<file path="src/pkg/bfs_pkg.sv">
// Constants, timing figures and state codes of the buck fault sequencer.
package bfs_pkg;

    // System clock rate and the one-microsecond timebase derived from it.
    localparam int CLK_KHZ  = 25000;
    localparam int TICK_NS  = 1000;
    localparam int TICK_CYC = CLK_KHZ * TICK_NS / 1000000;
    localparam int TICK_W   = 5;

    // Delay figures in their own unit.
    localparam int UV_DELAY_NS  = 68000;
    localparam int HICCUP_NS    = 14000000;
    localparam int SS_NS        = 2000000;
    localparam int PG_DELAY_NS  = 1060000;
    localparam int PG_FAULT_NS  = 2000;
    localparam int POR_DELAY_NS = 100000;

    // Timer width in bits; the timers count timebase ticks.
    localparam int TMR_W = 15;

    // Ticks to wait so a delay is never shorter than nominal; one extra
    // tick covers the unknown phase of the timebase at the start.
    function automatic int ticks_for(input int ns);
        ticks_for = (ns + TICK_NS - 1) / TICK_NS + 1;
    endfunction

    localparam int UV_TICKS     = ticks_for(UV_DELAY_NS);
    localparam int HICCUP_TICKS = ticks_for(HICCUP_NS);
    localparam int SS_TICKS     = ticks_for(SS_NS);
    localparam int PG_TICKS     = ticks_for(PG_DELAY_NS);
    localparam int PGF_TICKS    = ticks_for(PG_FAULT_NS);
    localparam int POR_TICKS    = ticks_for(POR_DELAY_NS);

    // Bit positions of the synchronised input bundle.
    localparam int IN_EN    = 0;
    localparam int IN_BIAS  = 1;
    localparam int IN_FORCED_CONTINUOUS_MODE  = 2;
    localparam int IN_SHORT = 3;
    localparam int IN_UV    = 4;
    localparam int IN_OV    = 5;
    localparam int IN_OC    = 6;
    localparam int IN_CLAMP = 7;
    localparam int IN_NEG   = 8;
    localparam int IN_ZC    = 9;
    localparam int IN_EXT   = 10;
    localparam int IN_PWM   = 11;
    localparam int IN_TON   = 12;
    localparam int IN_W     = 13;

    // Sequencer states.
    typedef enum logic [2:0] {
        ST_OFF    = 3'h0,
        ST_POR    = 3'h1,
        ST_SOFT   = 3'h2,
        ST_RUN    = 3'h3,
        ST_HICCUP = 3'h4,
        ST_OV     = 3'h5,
        ST_LATCH  = 3'h6
    } bfs_state_e;

    // Switching phase of the power stage.
    typedef enum logic [1:0] {
        PH_IDLE = 2'h0,
        PH_HS   = 2'h1,
        PH_LS   = 2'h2
    } bfs_phase_e;

endpackage

</file>
<file path="src/hw/bfs_sequencer.sv">
// Fault protection and power-good sequencer of a synchronous buck stage.
//
// Behaviour
// - In skip mode, zero-crossing turns the low-side FET off.
// - Low-side stays on while its current exceeds the valley limit.
// - Undervoltage held for the 68 us delay shuts down into hiccup.
// - Hiccup sleeps about 14 ms, then starts a fresh soft start.
// - Undervoltage detection is armed after soft start completes, and in overvoltage.
// - Valley limit works during start-up; undervoltage limit_set_pin waits for it.
// - Undervoltage delay counter clears when feedback recovers.
// - Overvoltage latches high-side off and turns the low-side on.
// - In overvoltage, negative limit gives one high-side on-time, repeating.
// - Overvoltage cycling ends after 68 us undervoltage; both FETs latch off.
// - Overvoltage latch clears only by enable toggle or supply reset.
// - Negative limit: low-side off, high-side one on-time, low-side again.
// - Power-good rises 1.06 ms after internal and external soft start.
// - Internal soft start takes 2 ms before it counts as done.
// - External soft-start flag sets when feedback reaches reference less 50 mV.
// - Feedback outside window for 2 us latches power-good low.
// - Latched-low power-good clears only by enable toggle or supply reset.
// - Power-good sits low by default; monitoring starts after soft start.
// - A fixed clamp bounds the valley limit when the limit pin is shorted.
// - Light-load mode is caught during power-on delay, then frozen.
`timescale 1ns/1ps
module bfs_sequencer
    import bfs_pkg::*;
#(
    parameter int HICCUP_TC = HICCUP_TICKS,
    parameter int SS_TC     = SS_TICKS,
    parameter int PG_TC     = PG_TICKS,
    parameter int POR_TC    = POR_TICKS
) (
    input  wire logic sys_clk_in,
    input  wire logic nrst_in,
    input  wire logic en_in,
    input  wire logic bias_valid_in,
    input  wire logic mode_forced_continuous_mode_in,
    input  wire logic limit_short_in,
    input  wire logic uv_cmp_in,
    input  wire logic ov_cmp_in,
    input  wire logic valley_oc_in,
    input  wire logic clamp_oc_in,
    input  wire logic neg_limit_in,
    input  wire logic zero_cross_in,
    input  wire logic ext_ss_cmp_in,
    input  wire logic pwm_request_in,
    input  wire logic ontime_done_in,
    output logic      hs_gate_out,
    output logic      ls_gate_out,
    output logic      power_good_out,
    output logic      power_good_oe_out,
    output logic      soft_start_out,
    output logic      hiccup_out,
    output logic      ov_latched_out,
    output logic      skip_mode_out
);

    // Timer counts must fit the timer and stay above zero.
    if (HICCUP_TC < 1 || HICCUP_TC >= (1 << TMR_W) ||
        SS_TC < 1 || SS_TC >= (1 << TMR_W) ||
        PG_TC < 1 || PG_TC >= (1 << TMR_W) ||
        POR_TC < 1 || POR_TC >= (1 << TMR_W)) begin : g_bad_param
        $error("bfs_sequencer: timer count out of range");
    end

    localparam logic [TMR_W-1:0] UV_TC  = TMR_W'(UV_TICKS);
    localparam logic [TMR_W-1:0] PGF_TC = TMR_W'(PGF_TICKS);
    localparam logic [TMR_W-1:0] HIC_TC = TMR_W'(HICCUP_TC);
    localparam logic [TMR_W-1:0] SST_TC = TMR_W'(SS_TC);
    localparam logic [TMR_W-1:0] PGD_TC = TMR_W'(PG_TC);
    localparam logic [TMR_W-1:0] PON_TC = TMR_W'(POR_TC);
    localparam logic [TICK_W-1:0] TICK_TC = TICK_W'(TICK_CYC - 1);

    logic [IN_W-1:0]   raw;
    logic [IN_W-1:0]   s;
    logic [TICK_W-1:0] tick_cnt_reg;
    logic              tick_reg;
    bfs_state_e        state_reg;
    bfs_state_e        state_next;
    logic [TMR_W-1:0]  tmr_reg;
    logic [TMR_W-1:0]  uv_cnt_reg;
    logic              uv_expired;
    bfs_phase_e        phase_reg;
    bfs_phase_e        phase_next;
    logic              switching_next;
    logic              oc_eff;
    logic              skip_mode_reg;
    logic              ext_done_reg;
    logic [TMR_W-1:0]  pg_dly_reg;
    logic [TMR_W-1:0]  pg_flt_reg;
    logic              pg_latch_reg;
    logic              pg_good_next;

    // Gather the asynchronous inputs into one bundle.
    assign raw[IN_EN]    = en_in;
    assign raw[IN_BIAS]  = bias_valid_in;
    assign raw[IN_FORCED_CONTINUOUS_MODE]  = mode_forced_continuous_mode_in;
    assign raw[IN_SHORT] = limit_short_in;
    assign raw[IN_UV]    = uv_cmp_in;
    assign raw[IN_OV]    = ov_cmp_in;
    assign raw[IN_OC]    = valley_oc_in;
    assign raw[IN_CLAMP] = clamp_oc_in;
    assign raw[IN_NEG]   = neg_limit_in;
    assign raw[IN_ZC]    = zero_cross_in;
    assign raw[IN_EXT]   = ext_ss_cmp_in;
    assign raw[IN_PWM]   = pwm_request_in;
    assign raw[IN_TON]   = ontime_done_in;

    // Every pin but the clock and reset passes the synchroniser before any logic sees it.
    bfs_sync #(
        .WIDTH (IN_W)
    ) u_sync (
        .sys_clk_in (sys_clk_in),
        .nrst_in    (nrst_in),
        .async_in   (raw),
        .sync_out   (s)
    );

    // Microsecond timebase shared by every delay.
    always_ff @(posedge sys_clk_in) begin
        if (!nrst_in) begin
            tick_cnt_reg <= '0;
            tick_reg     <= 1'b0;
        end else if (tick_cnt_reg == TICK_TC) begin
            tick_cnt_reg <= '0;
            tick_reg     <= 1'b1;
        end else begin
            tick_cnt_reg <= tick_cnt_reg + 1'b1;
            tick_reg     <= 1'b0;
        end
    end

    // Undervoltage delay counter, armed only in the run and overvoltage states.
    always_ff @(posedge sys_clk_in) begin
        if (!nrst_in) begin
            uv_cnt_reg <= '0;
        end else if (!s[IN_UV] ||
                     (state_reg != ST_RUN && state_reg != ST_OV)) begin
            uv_cnt_reg <= '0;
        end else if (tick_reg && !uv_expired) begin
            uv_cnt_reg <= uv_cnt_reg + 1'b1;
        end
    end
    assign uv_expired = (uv_cnt_reg >= UV_TC);

    // Sequencer state transitions.
    always_comb begin
        state_next = state_reg;
        if (!s[IN_EN] || !s[IN_BIAS]) begin
            state_next = ST_OFF;
        end else begin
            case (state_reg)
                ST_OFF: begin
                    state_next = ST_POR;
                end
                ST_POR: begin
                    if (tmr_reg >= PON_TC) begin
                        state_next = ST_SOFT;
                    end
                end
                ST_SOFT: begin
                    if (s[IN_OV]) begin
                        state_next = ST_OV;
                    end else if (tmr_reg >= SST_TC) begin
                        state_next = ST_RUN;
                    end
                end
                ST_RUN: begin
                    if (s[IN_OV]) begin
                        state_next = ST_OV;
                    end else if (uv_expired) begin
                        state_next = ST_HICCUP;
                    end
                end
                ST_HICCUP: begin
                    if (tmr_reg >= HIC_TC) begin
                        state_next = ST_SOFT;
                    end
                end
                ST_OV: begin
                    if (uv_expired) begin
                        state_next = ST_LATCH;
                    end
                end
                ST_LATCH: begin
                    state_next = ST_LATCH;
                end
                default: begin
                    state_next = ST_OFF;
                end
            endcase
        end
    end

    // State register and its dwell timer, which restarts on each change.
    always_ff @(posedge sys_clk_in) begin
        if (!nrst_in) begin
            state_reg <= ST_OFF;
            tmr_reg   <= '0;
        end else begin
            state_reg <= state_next;
            if (state_next != state_reg) begin
                tmr_reg <= '0;
            end else if (tick_reg && tmr_reg != '1) begin
                tmr_reg <= tmr_reg + 1'b1;
            end
        end
    end

    // Light-load mode is sampled only during the power-on delay.
    always_ff @(posedge sys_clk_in) begin
        if (!nrst_in) begin
            skip_mode_reg <= 1'b1;
        end else if (state_reg == ST_POR) begin
            skip_mode_reg <= !s[IN_FORCED_CONTINUOUS_MODE];
        end
    end

    // A shorted limit pin hands the valley limit to the fixed clamp.
    assign oc_eff = s[IN_SHORT] ? s[IN_CLAMP] : s[IN_OC];

    // Switching phase of the power stage.
    always_comb begin
        switching_next = (state_next == ST_SOFT) || (state_next == ST_RUN) ||
                         (state_next == ST_OV);
        phase_next = phase_reg;
        case (phase_reg)
            PH_IDLE: begin
                if (state_next == ST_OV) begin
                    phase_next = PH_LS;
                end else if (s[IN_PWM]) begin
                    phase_next = PH_HS;
                end
            end
            PH_HS: begin
                if (s[IN_TON]) begin
                    phase_next = PH_LS;
                end
            end
            PH_LS: begin
                if (s[IN_NEG]) begin
                    phase_next = PH_HS;
                end else if (state_next == ST_OV) begin
                    phase_next = PH_LS;
                end else if (oc_eff) begin
                    phase_next = PH_LS;
                end else if (skip_mode_reg && s[IN_ZC]) begin
                    phase_next = PH_IDLE;
                end else if (s[IN_PWM]) begin
                    phase_next = PH_HS;
                end
            end
            default: begin
                phase_next = PH_IDLE;
            end
        endcase
        if (!switching_next) begin
            phase_next = PH_IDLE;
        end
    end

    // Phase register and registered gate enables.
    always_ff @(posedge sys_clk_in) begin
        if (!nrst_in) begin
            phase_reg   <= PH_IDLE;
            hs_gate_out <= 1'b0;
            ls_gate_out <= 1'b0;
        end else begin
            phase_reg   <= phase_next;
            hs_gate_out <= (phase_next == PH_HS);
            ls_gate_out <= (phase_next == PH_LS);
        end
    end

    // External soft-start done flag, held until the next start attempt.
    always_ff @(posedge sys_clk_in) begin
        if (!nrst_in) begin
            ext_done_reg <= 1'b0;
        end else if (state_reg == ST_OFF || state_reg == ST_HICCUP) begin
            ext_done_reg <= 1'b0;
        end else if (s[IN_EXT]) begin
            ext_done_reg <= 1'b1;
        end
    end

    // Power-good delay after both soft starts have finished.
    always_ff @(posedge sys_clk_in) begin
        if (!nrst_in) begin
            pg_dly_reg <= '0;
        end else if (state_reg != ST_RUN || !ext_done_reg) begin
            pg_dly_reg <= '0;
        end else if (tick_reg && pg_dly_reg < PGD_TC) begin
            pg_dly_reg <= pg_dly_reg + 1'b1;
        end
    end

    // Window fault filter and power-good latch; enable low clears it.
    always_ff @(posedge sys_clk_in) begin
        if (!nrst_in) begin
            pg_flt_reg   <= '0;
            pg_latch_reg <= 1'b0;
        end else if (state_reg == ST_OFF) begin
            pg_flt_reg   <= '0;
            pg_latch_reg <= 1'b0;
        end else if ((state_reg != ST_RUN && state_reg != ST_OV) ||
                     !(s[IN_UV] || s[IN_OV])) begin
            pg_flt_reg <= '0;
        end else if (pg_flt_reg >= PGF_TC) begin
            pg_latch_reg <= 1'b1;
        end else if (tick_reg) begin
            pg_flt_reg <= pg_flt_reg + 1'b1;
        end
    end

    assign pg_good_next = (state_next == ST_RUN) && ext_done_reg &&
                          !pg_latch_reg && (pg_dly_reg >= PGD_TC);

    // Open-drain power-good and status outputs, all registered.
    always_ff @(posedge sys_clk_in) begin
        if (!nrst_in) begin
            power_good_out    <= 1'b0;
            power_good_oe_out <= 1'b1;
            soft_start_out    <= 1'b0;
            hiccup_out        <= 1'b0;
            ov_latched_out    <= 1'b0;
            skip_mode_out     <= 1'b1;
        end else begin
            power_good_out    <= pg_good_next;
            power_good_oe_out <= !pg_good_next;
            soft_start_out    <= (state_next == ST_SOFT);
            hiccup_out        <= (state_next == ST_HICCUP);
            ov_latched_out    <= (state_next == ST_LATCH);
            skip_mode_out     <= skip_mode_reg;
        end
    end

    // Checks on the sequencing and the power stage.
    a_gates_exclusive: assert property (
        @(posedge sys_clk_in) disable iff (!nrst_in)
        !(hs_gate_out && ls_gate_out))
        else $error("both gates enabled");

    a_uv_disarmed: assert property (
        @(posedge sys_clk_in) disable iff (!nrst_in)
        state_reg == ST_SOFT |-> uv_cnt_reg == '0)
        else $error("undervoltage counted during soft start");

    a_uv_clear: assert property (
        @(posedge sys_clk_in) disable iff (!nrst_in)
        !s[IN_UV] |=> uv_cnt_reg == '0)
        else $error("undervoltage counter not cleared");

    a_uv_to_hiccup: assert property (
        @(posedge sys_clk_in) disable iff (!nrst_in)
        state_reg == ST_RUN && uv_expired && !s[IN_OV] && s[IN_EN] &&
        s[IN_BIAS] |=> state_reg == ST_HICCUP ##1 hiccup_out)
        else $error("undervoltage did not enter hiccup");

    a_hiccup_off: assert property (
        @(posedge sys_clk_in) disable iff (!nrst_in)
        state_reg == ST_HICCUP && $past(state_reg) == ST_HICCUP |->
        !hs_gate_out && !ls_gate_out)
        else $error("switching during hiccup");

    a_latch_hold: assert property (
        @(posedge sys_clk_in) disable iff (!nrst_in)
        state_reg == ST_LATCH && s[IN_EN] && s[IN_BIAS] |=>
        state_reg == ST_LATCH ##1 !hs_gate_out && !ls_gate_out)
        else $error("overvoltage latch released");

    a_neg_to_hs: assert property (
        @(posedge sys_clk_in) disable iff (!nrst_in)
        phase_reg == PH_LS && s[IN_NEG] && switching_next |=>
        hs_gate_out && phase_reg == PH_HS)
        else $error("negative limit did not hand over to high side");

    a_mode_frozen: assert property (
        @(posedge sys_clk_in) disable iff (!nrst_in)
        state_reg != ST_POR |=> $stable(skip_mode_reg))
        else $error("mode changed after power-on delay");

    a_pg_causes: assert property (
        @(posedge sys_clk_in) disable iff (!nrst_in)
        power_good_out |-> ext_done_reg && state_reg == ST_RUN &&
        pg_dly_reg >= PGD_TC && !power_good_oe_out)
        else $error("power good without its conditions");

    a_pg_latched: assert property (
        @(posedge sys_clk_in) disable iff (!nrst_in)
        pg_latch_reg && state_reg != ST_OFF |=> !power_good_out)
        else $error("power good high while latched low");

    a_skip_zc: assert property (
        @(posedge sys_clk_in) disable iff (!nrst_in)
        phase_reg == PH_LS && skip_mode_reg && s[IN_ZC] && !s[IN_NEG] &&
        !oc_eff && state_next == ST_RUN |=> !ls_gate_out)
        else $error("low side left on after zero crossing");

endmodule // bfs_sequencer

</file>
<file path="src/hw/bfs_sync.sv">
// Three-stage input synchroniser with agreement filter.
`timescale 1ns/1ps
module bfs_sync #(
    parameter int WIDTH = 1
) (
    input  wire logic             sys_clk_in,
    input  wire logic             nrst_in,
    input  wire logic [WIDTH-1:0] async_in,
    output logic      [WIDTH-1:0] sync_out
);
    logic [WIDTH-1:0] s1_reg;
    logic [WIDTH-1:0] s2_reg;
    logic [WIDTH-1:0] s3_reg;

    // A bit changes only once the second and third stages agree.
    always_ff @(posedge sys_clk_in) begin
        if (!nrst_in) begin
            s1_reg   <= '0;
            s2_reg   <= '0;
            s3_reg   <= '0;
            sync_out <= '0;
        end else begin
            s1_reg   <= async_in;
            s2_reg   <= s1_reg;
            s3_reg   <= s2_reg;
            sync_out <= (s2_reg & s3_reg) | (sync_out & (s2_reg | s3_reg));
        end
    end
endmodule // bfs_sync

</file>
<file path="config.mk">
export PLATFORM = sky130hd
export DESIGN_NAME = bfs_sequencer
export DESIGN_NICKNAME = d
export VERILOG_FILES = /design/src/pkg/bfs_pkg.sv /design/src/hw/bfs_sequencer.sv /design/src/hw/bfs_sync.sv
export SDC_FILE = /design/constraint.sdc
export NUM_CORES = 1
export LEC_CHECK = 0
export ABC_AREA = 1
export BUFFER_PORTS_ARGS = -buffer_cell sky130_fd_sc_hd__buf_4
export CAP_MARGIN = 15
export CORE_ASPECT_RATIO = 1.2
export CORE_MARGIN = 1
export CORE_UTILIZATION = 40
export DETAILED_ROUTE_END_ITERATION = 10
export HOLD_SLACK_MARGIN = 0.08
export MAX_ROUTING_LAYER = met4
export SETUP_SLACK_MARGIN = 0.15
export SYNTH_ARGS = -nofsm -noshare
export SYNTH_HDL_FRONTEND = slang
export SYNTH_SLANG_ARGS = --single-unit
</file>
<file path="constraint.sdc">
create_clock -name sys_clk_in -period 1.95 [get_ports sys_clk_in]
set_input_delay 0 -clock sys_clk_in [delete_from_list [all_inputs] [get_ports sys_clk_in]]
set_output_delay 0 -clock sys_clk_in [all_outputs]
set_load 0.01 [all_outputs]
</file>
==> flow_metrics.py <==
metrics = {
    "sta": {
        "worst_slack_ns": 0.0539,
        "clock_skew_ns": 0.00678,
        "tightest_slew_ns": 0.520,
        "setup_viol": 0,
        "fin_crit_ns": 1.90,
        "setup_tns_ns": 0,
        "rsz0062_at_grt": "true",
        "max_slew_margin_pct": 65.3,
        "finalHoldViolations": 0,
        "fin_hold_ws_ns": 0.308,
        "fmax_ghz": 0.527,
        "period_share_pct": 97.2,
        "slew_viol_final": 0,
    },
    "finish": {
        "fin_nets": 809,
        "ff_latch_area_sq_mm": 0.00270,
        "final_layout_size_suffix_gt1_share_pct": 17.9,
        "multi_input_area_sq_mm": 0.00226,
        "area_delta_synth_final_pct": 25.3,
        "n_antenna_cell": 0,
        "utilization_pct": 51.3,
        "n_fill_cell": 1255,
    },
    "synthesis": {
        "synth_top_cells_by_area": "dfxtp_1, inv_1, nand2_1, nor2_1, a21oi_1",
        "postSynthAreaPerCell_sq_um": 7.47,
        "synthMuxAreaShare_pct": 0.185,
        "synth-simple-area-share_pct": 26.5,
        "synth_compound_area_share_pct": 7.71,
        "synth_top_area_cell": "dfxtp_1",
        "synth_seq_area_share_pct": 49.5,
        "synth_area_sq_mm": 0.00542,
        "syn_nets": 749,
        "synth_cell_type_count": 39,
        "ys_ff_latch": 134,
        "synth-main-ff-cell": "dfxtp_1",
        "postSynthCellCount": 725,
        "synth_xor_area_share_pct": 2.42,
        "synth_commonest_cells": "inv_1, dfxtp_1, nand2_1",
        "synthAdderAreaFrac_pct": 2.26,
        "synth-warning-count": 0,
        "synth_top_family_by_area": "simple AND/OR/NAND/NOR gates",
        "synthArstFlopShare_pct": 0,
        "synth_edf_count": 0,
        "synth.most_common_cell": "inv_1",
        "synth_top_area_share_pct": 49.5,
    },
    "place": {
        "pre_cts_ws_ns": 0.0127,
        "io_buffers": 22,
        "dp_hpwl_um": 6950,
        "routabilityCongestion": 0.885,
    },
    "power": {
        "p_leak_nw": 2.96,
        "vdd_ir_drop_max_v": 0.000497,
        "powerDensity_mw_per_mm2": 895,
        "total_power_mw": 6.07,
    },
    "route": {
        "routed_wl_um": 10300,
        "drtIter0Drc": 169,
        "vias_per_cell": 4.58,
        "routedWlPerCell_um": 10.6,
        "vias": 4424,
        "final_antenna_net_count": 0,
        "firstDrtPassIters": 4,
        "drc_errors": 0,
    },
    "clocking": {
        "cts_tree": "built",
        "htreeDepth": 4,
        "clock_sinks": 134,
        "cts.path.max_buffers": 2,
        "root_buffer": "clkbuf_16",
        "clkTransAtPathRegs_ns": 0.06,
        "cts_buffers": 17,
        "clock_latency_ns": 0.41,
    },
    "floorplan": {
        "rows": 46,
        "die_w_um": 108,
        "dieArea_sq_mm": 0.0140,
        "coreArea_sq_mm": 0.0132,
        "start_util_pct": 40.9,
        "die_h_um": 129,
        "ios": 23,
    },
    "global_routing": {
        "grt_overflow_total": 0,
        "grt_max_degree": 58,
        "antenna_found_initial": 0,
        "grt_pass1_wl_um": 17900,
        "grt_util_all_layers_pct": 16.8,
        "grt_pass1_vias": 4331,
    },
    "setup_path": {
        "cp-end-kind": "register",
        "worstPathArrival_ns": 2.24,
        "path_max_fanout": 8,
        "required_ns": 2.30,
        "worstSetupPathType": "register to register",
        "startpoint_type": "register",
        "reg2regPathDepth": 18,
    },
    "min_path": {
        "min_path_cells": 4,
        "hp-class": "primary input to register",
    },
    "job": {
        "max_cap_viol_count": 0,
    },
    "run_status": {
        "status": "completed",
    },
}
==> per-layer routing <==
metal	GRT usage (%)	wire, um	vias to the layer above
met1	17.7	4640	1986
met4	9.27	199	0
met5	-	0	-
met2	28.3	5130	66
li1	-	-	2357
met3	4.68	311	15
==> critical path: stages (launching register included) <==
cell and delay (ns):
dfxtp_2 0.33, inv_2 0.05, ha_4 0.14, nor2_2 0.07, nand2_1 0.05, nand2_1 0.05
nand2_1 0.05, nand2_2 0.09, nand3_1 0.07, nand2_1 0.08, nand3_2 0.09, nand2_1 0.09
inv_1 0.07, nand2_1 0.06, nand2_1 0.05, nor2_2 0.14, nand2_4 0.10, buf_12 0.16
nor2_2 0.08
==> power breakdown <==
group | total [mW] | switching [mW] | internal, mW
Clock | 3.14 | 1.21 | 1.93
Combinational | 0.139 | 0.0683 | 0.0703
Sequential | 2.79 | 0.0175 | 2.78
Total | 6.07 | 1.30 | 4.78
==> through the flow <==
stage               area [sq um]  instances
finish                      6790        966
global route                6790        966
CTS                         6690        965
detailed placement          5830        914
global placement            5830        914
floorplan                   5430        725
==> area by class of cell <==
| type | count | area share (%) |
|---|---|---|
| inverter | 149 | 8.24 |
| timing repair buffer | 53 | 6.86 |
| clock buffer | 19 | 6.53 |
| sequential | 134 | 39.8 |
| tap | 168 | 3.10 |
| clock inverter | 13 | 2.16 |
| multi-input combinational | 430 | 33.4 |
==> path summary, 6_finish.rpt <==
kind,slack (ns),start,end
max,0.05,uv_cnt_reg[1]$_SDFFE_PP0P_,tmr_reg[8]$_SDFFE_PP0P_
min,0.31,clamp_oc_in,u_sync.s1_reg[7]$_SDFF_PN0_
max reg2reg,0.05,uv_cnt_reg[1]$_SDFFE_PP0P_,tmr_reg[8]$_SDFFE_PP0P_
min reg2reg,0.41,u_sync.s1_reg[7]$_SDFF_PN0_,u_sync.s2_reg[7]$_SDFF_PN0_
==> cells by family after synthesis <==
group | count (synthesis)
XOR/XNOR | 15
flip-flops | 134
buffers and inverters | 161
AO/OA/AOI/OAI | 79
AND/OR/NAND/NOR | 325
multiplexers | 1
adder cells (fa/ha/maj) | 10
==> layout by cell type (no fill, tap or decap), types with 13 or more instances in the layout <==
master / instances
o21ai_0: 34
clkbuf_16: 17
nand3_1: 27
nor2_2: 16
nor3_1: 15
inv_1: 138
buf_4: 37
nand4_1: 15
dfxtp_2: 13
nand2_1: 128
xor2_1: 13
nor2_1: 84
dfxtp_1: 121
a21oi_1: 35
dlygate4sd3_1: 14
==> repair_timing <==
action | 4_1_cts | 5_1_grt
resized for setup | 26 | 28
setup buffers | 4 | 1
endpoints found under the setup margin | 29 | 44
gates cloned | 1 | 0
hold buffers | 14 | 0
endpoints found under the hold margin | 14 | 0
pin swaps | 7 | 6
(Power assumes the default switching activity.)
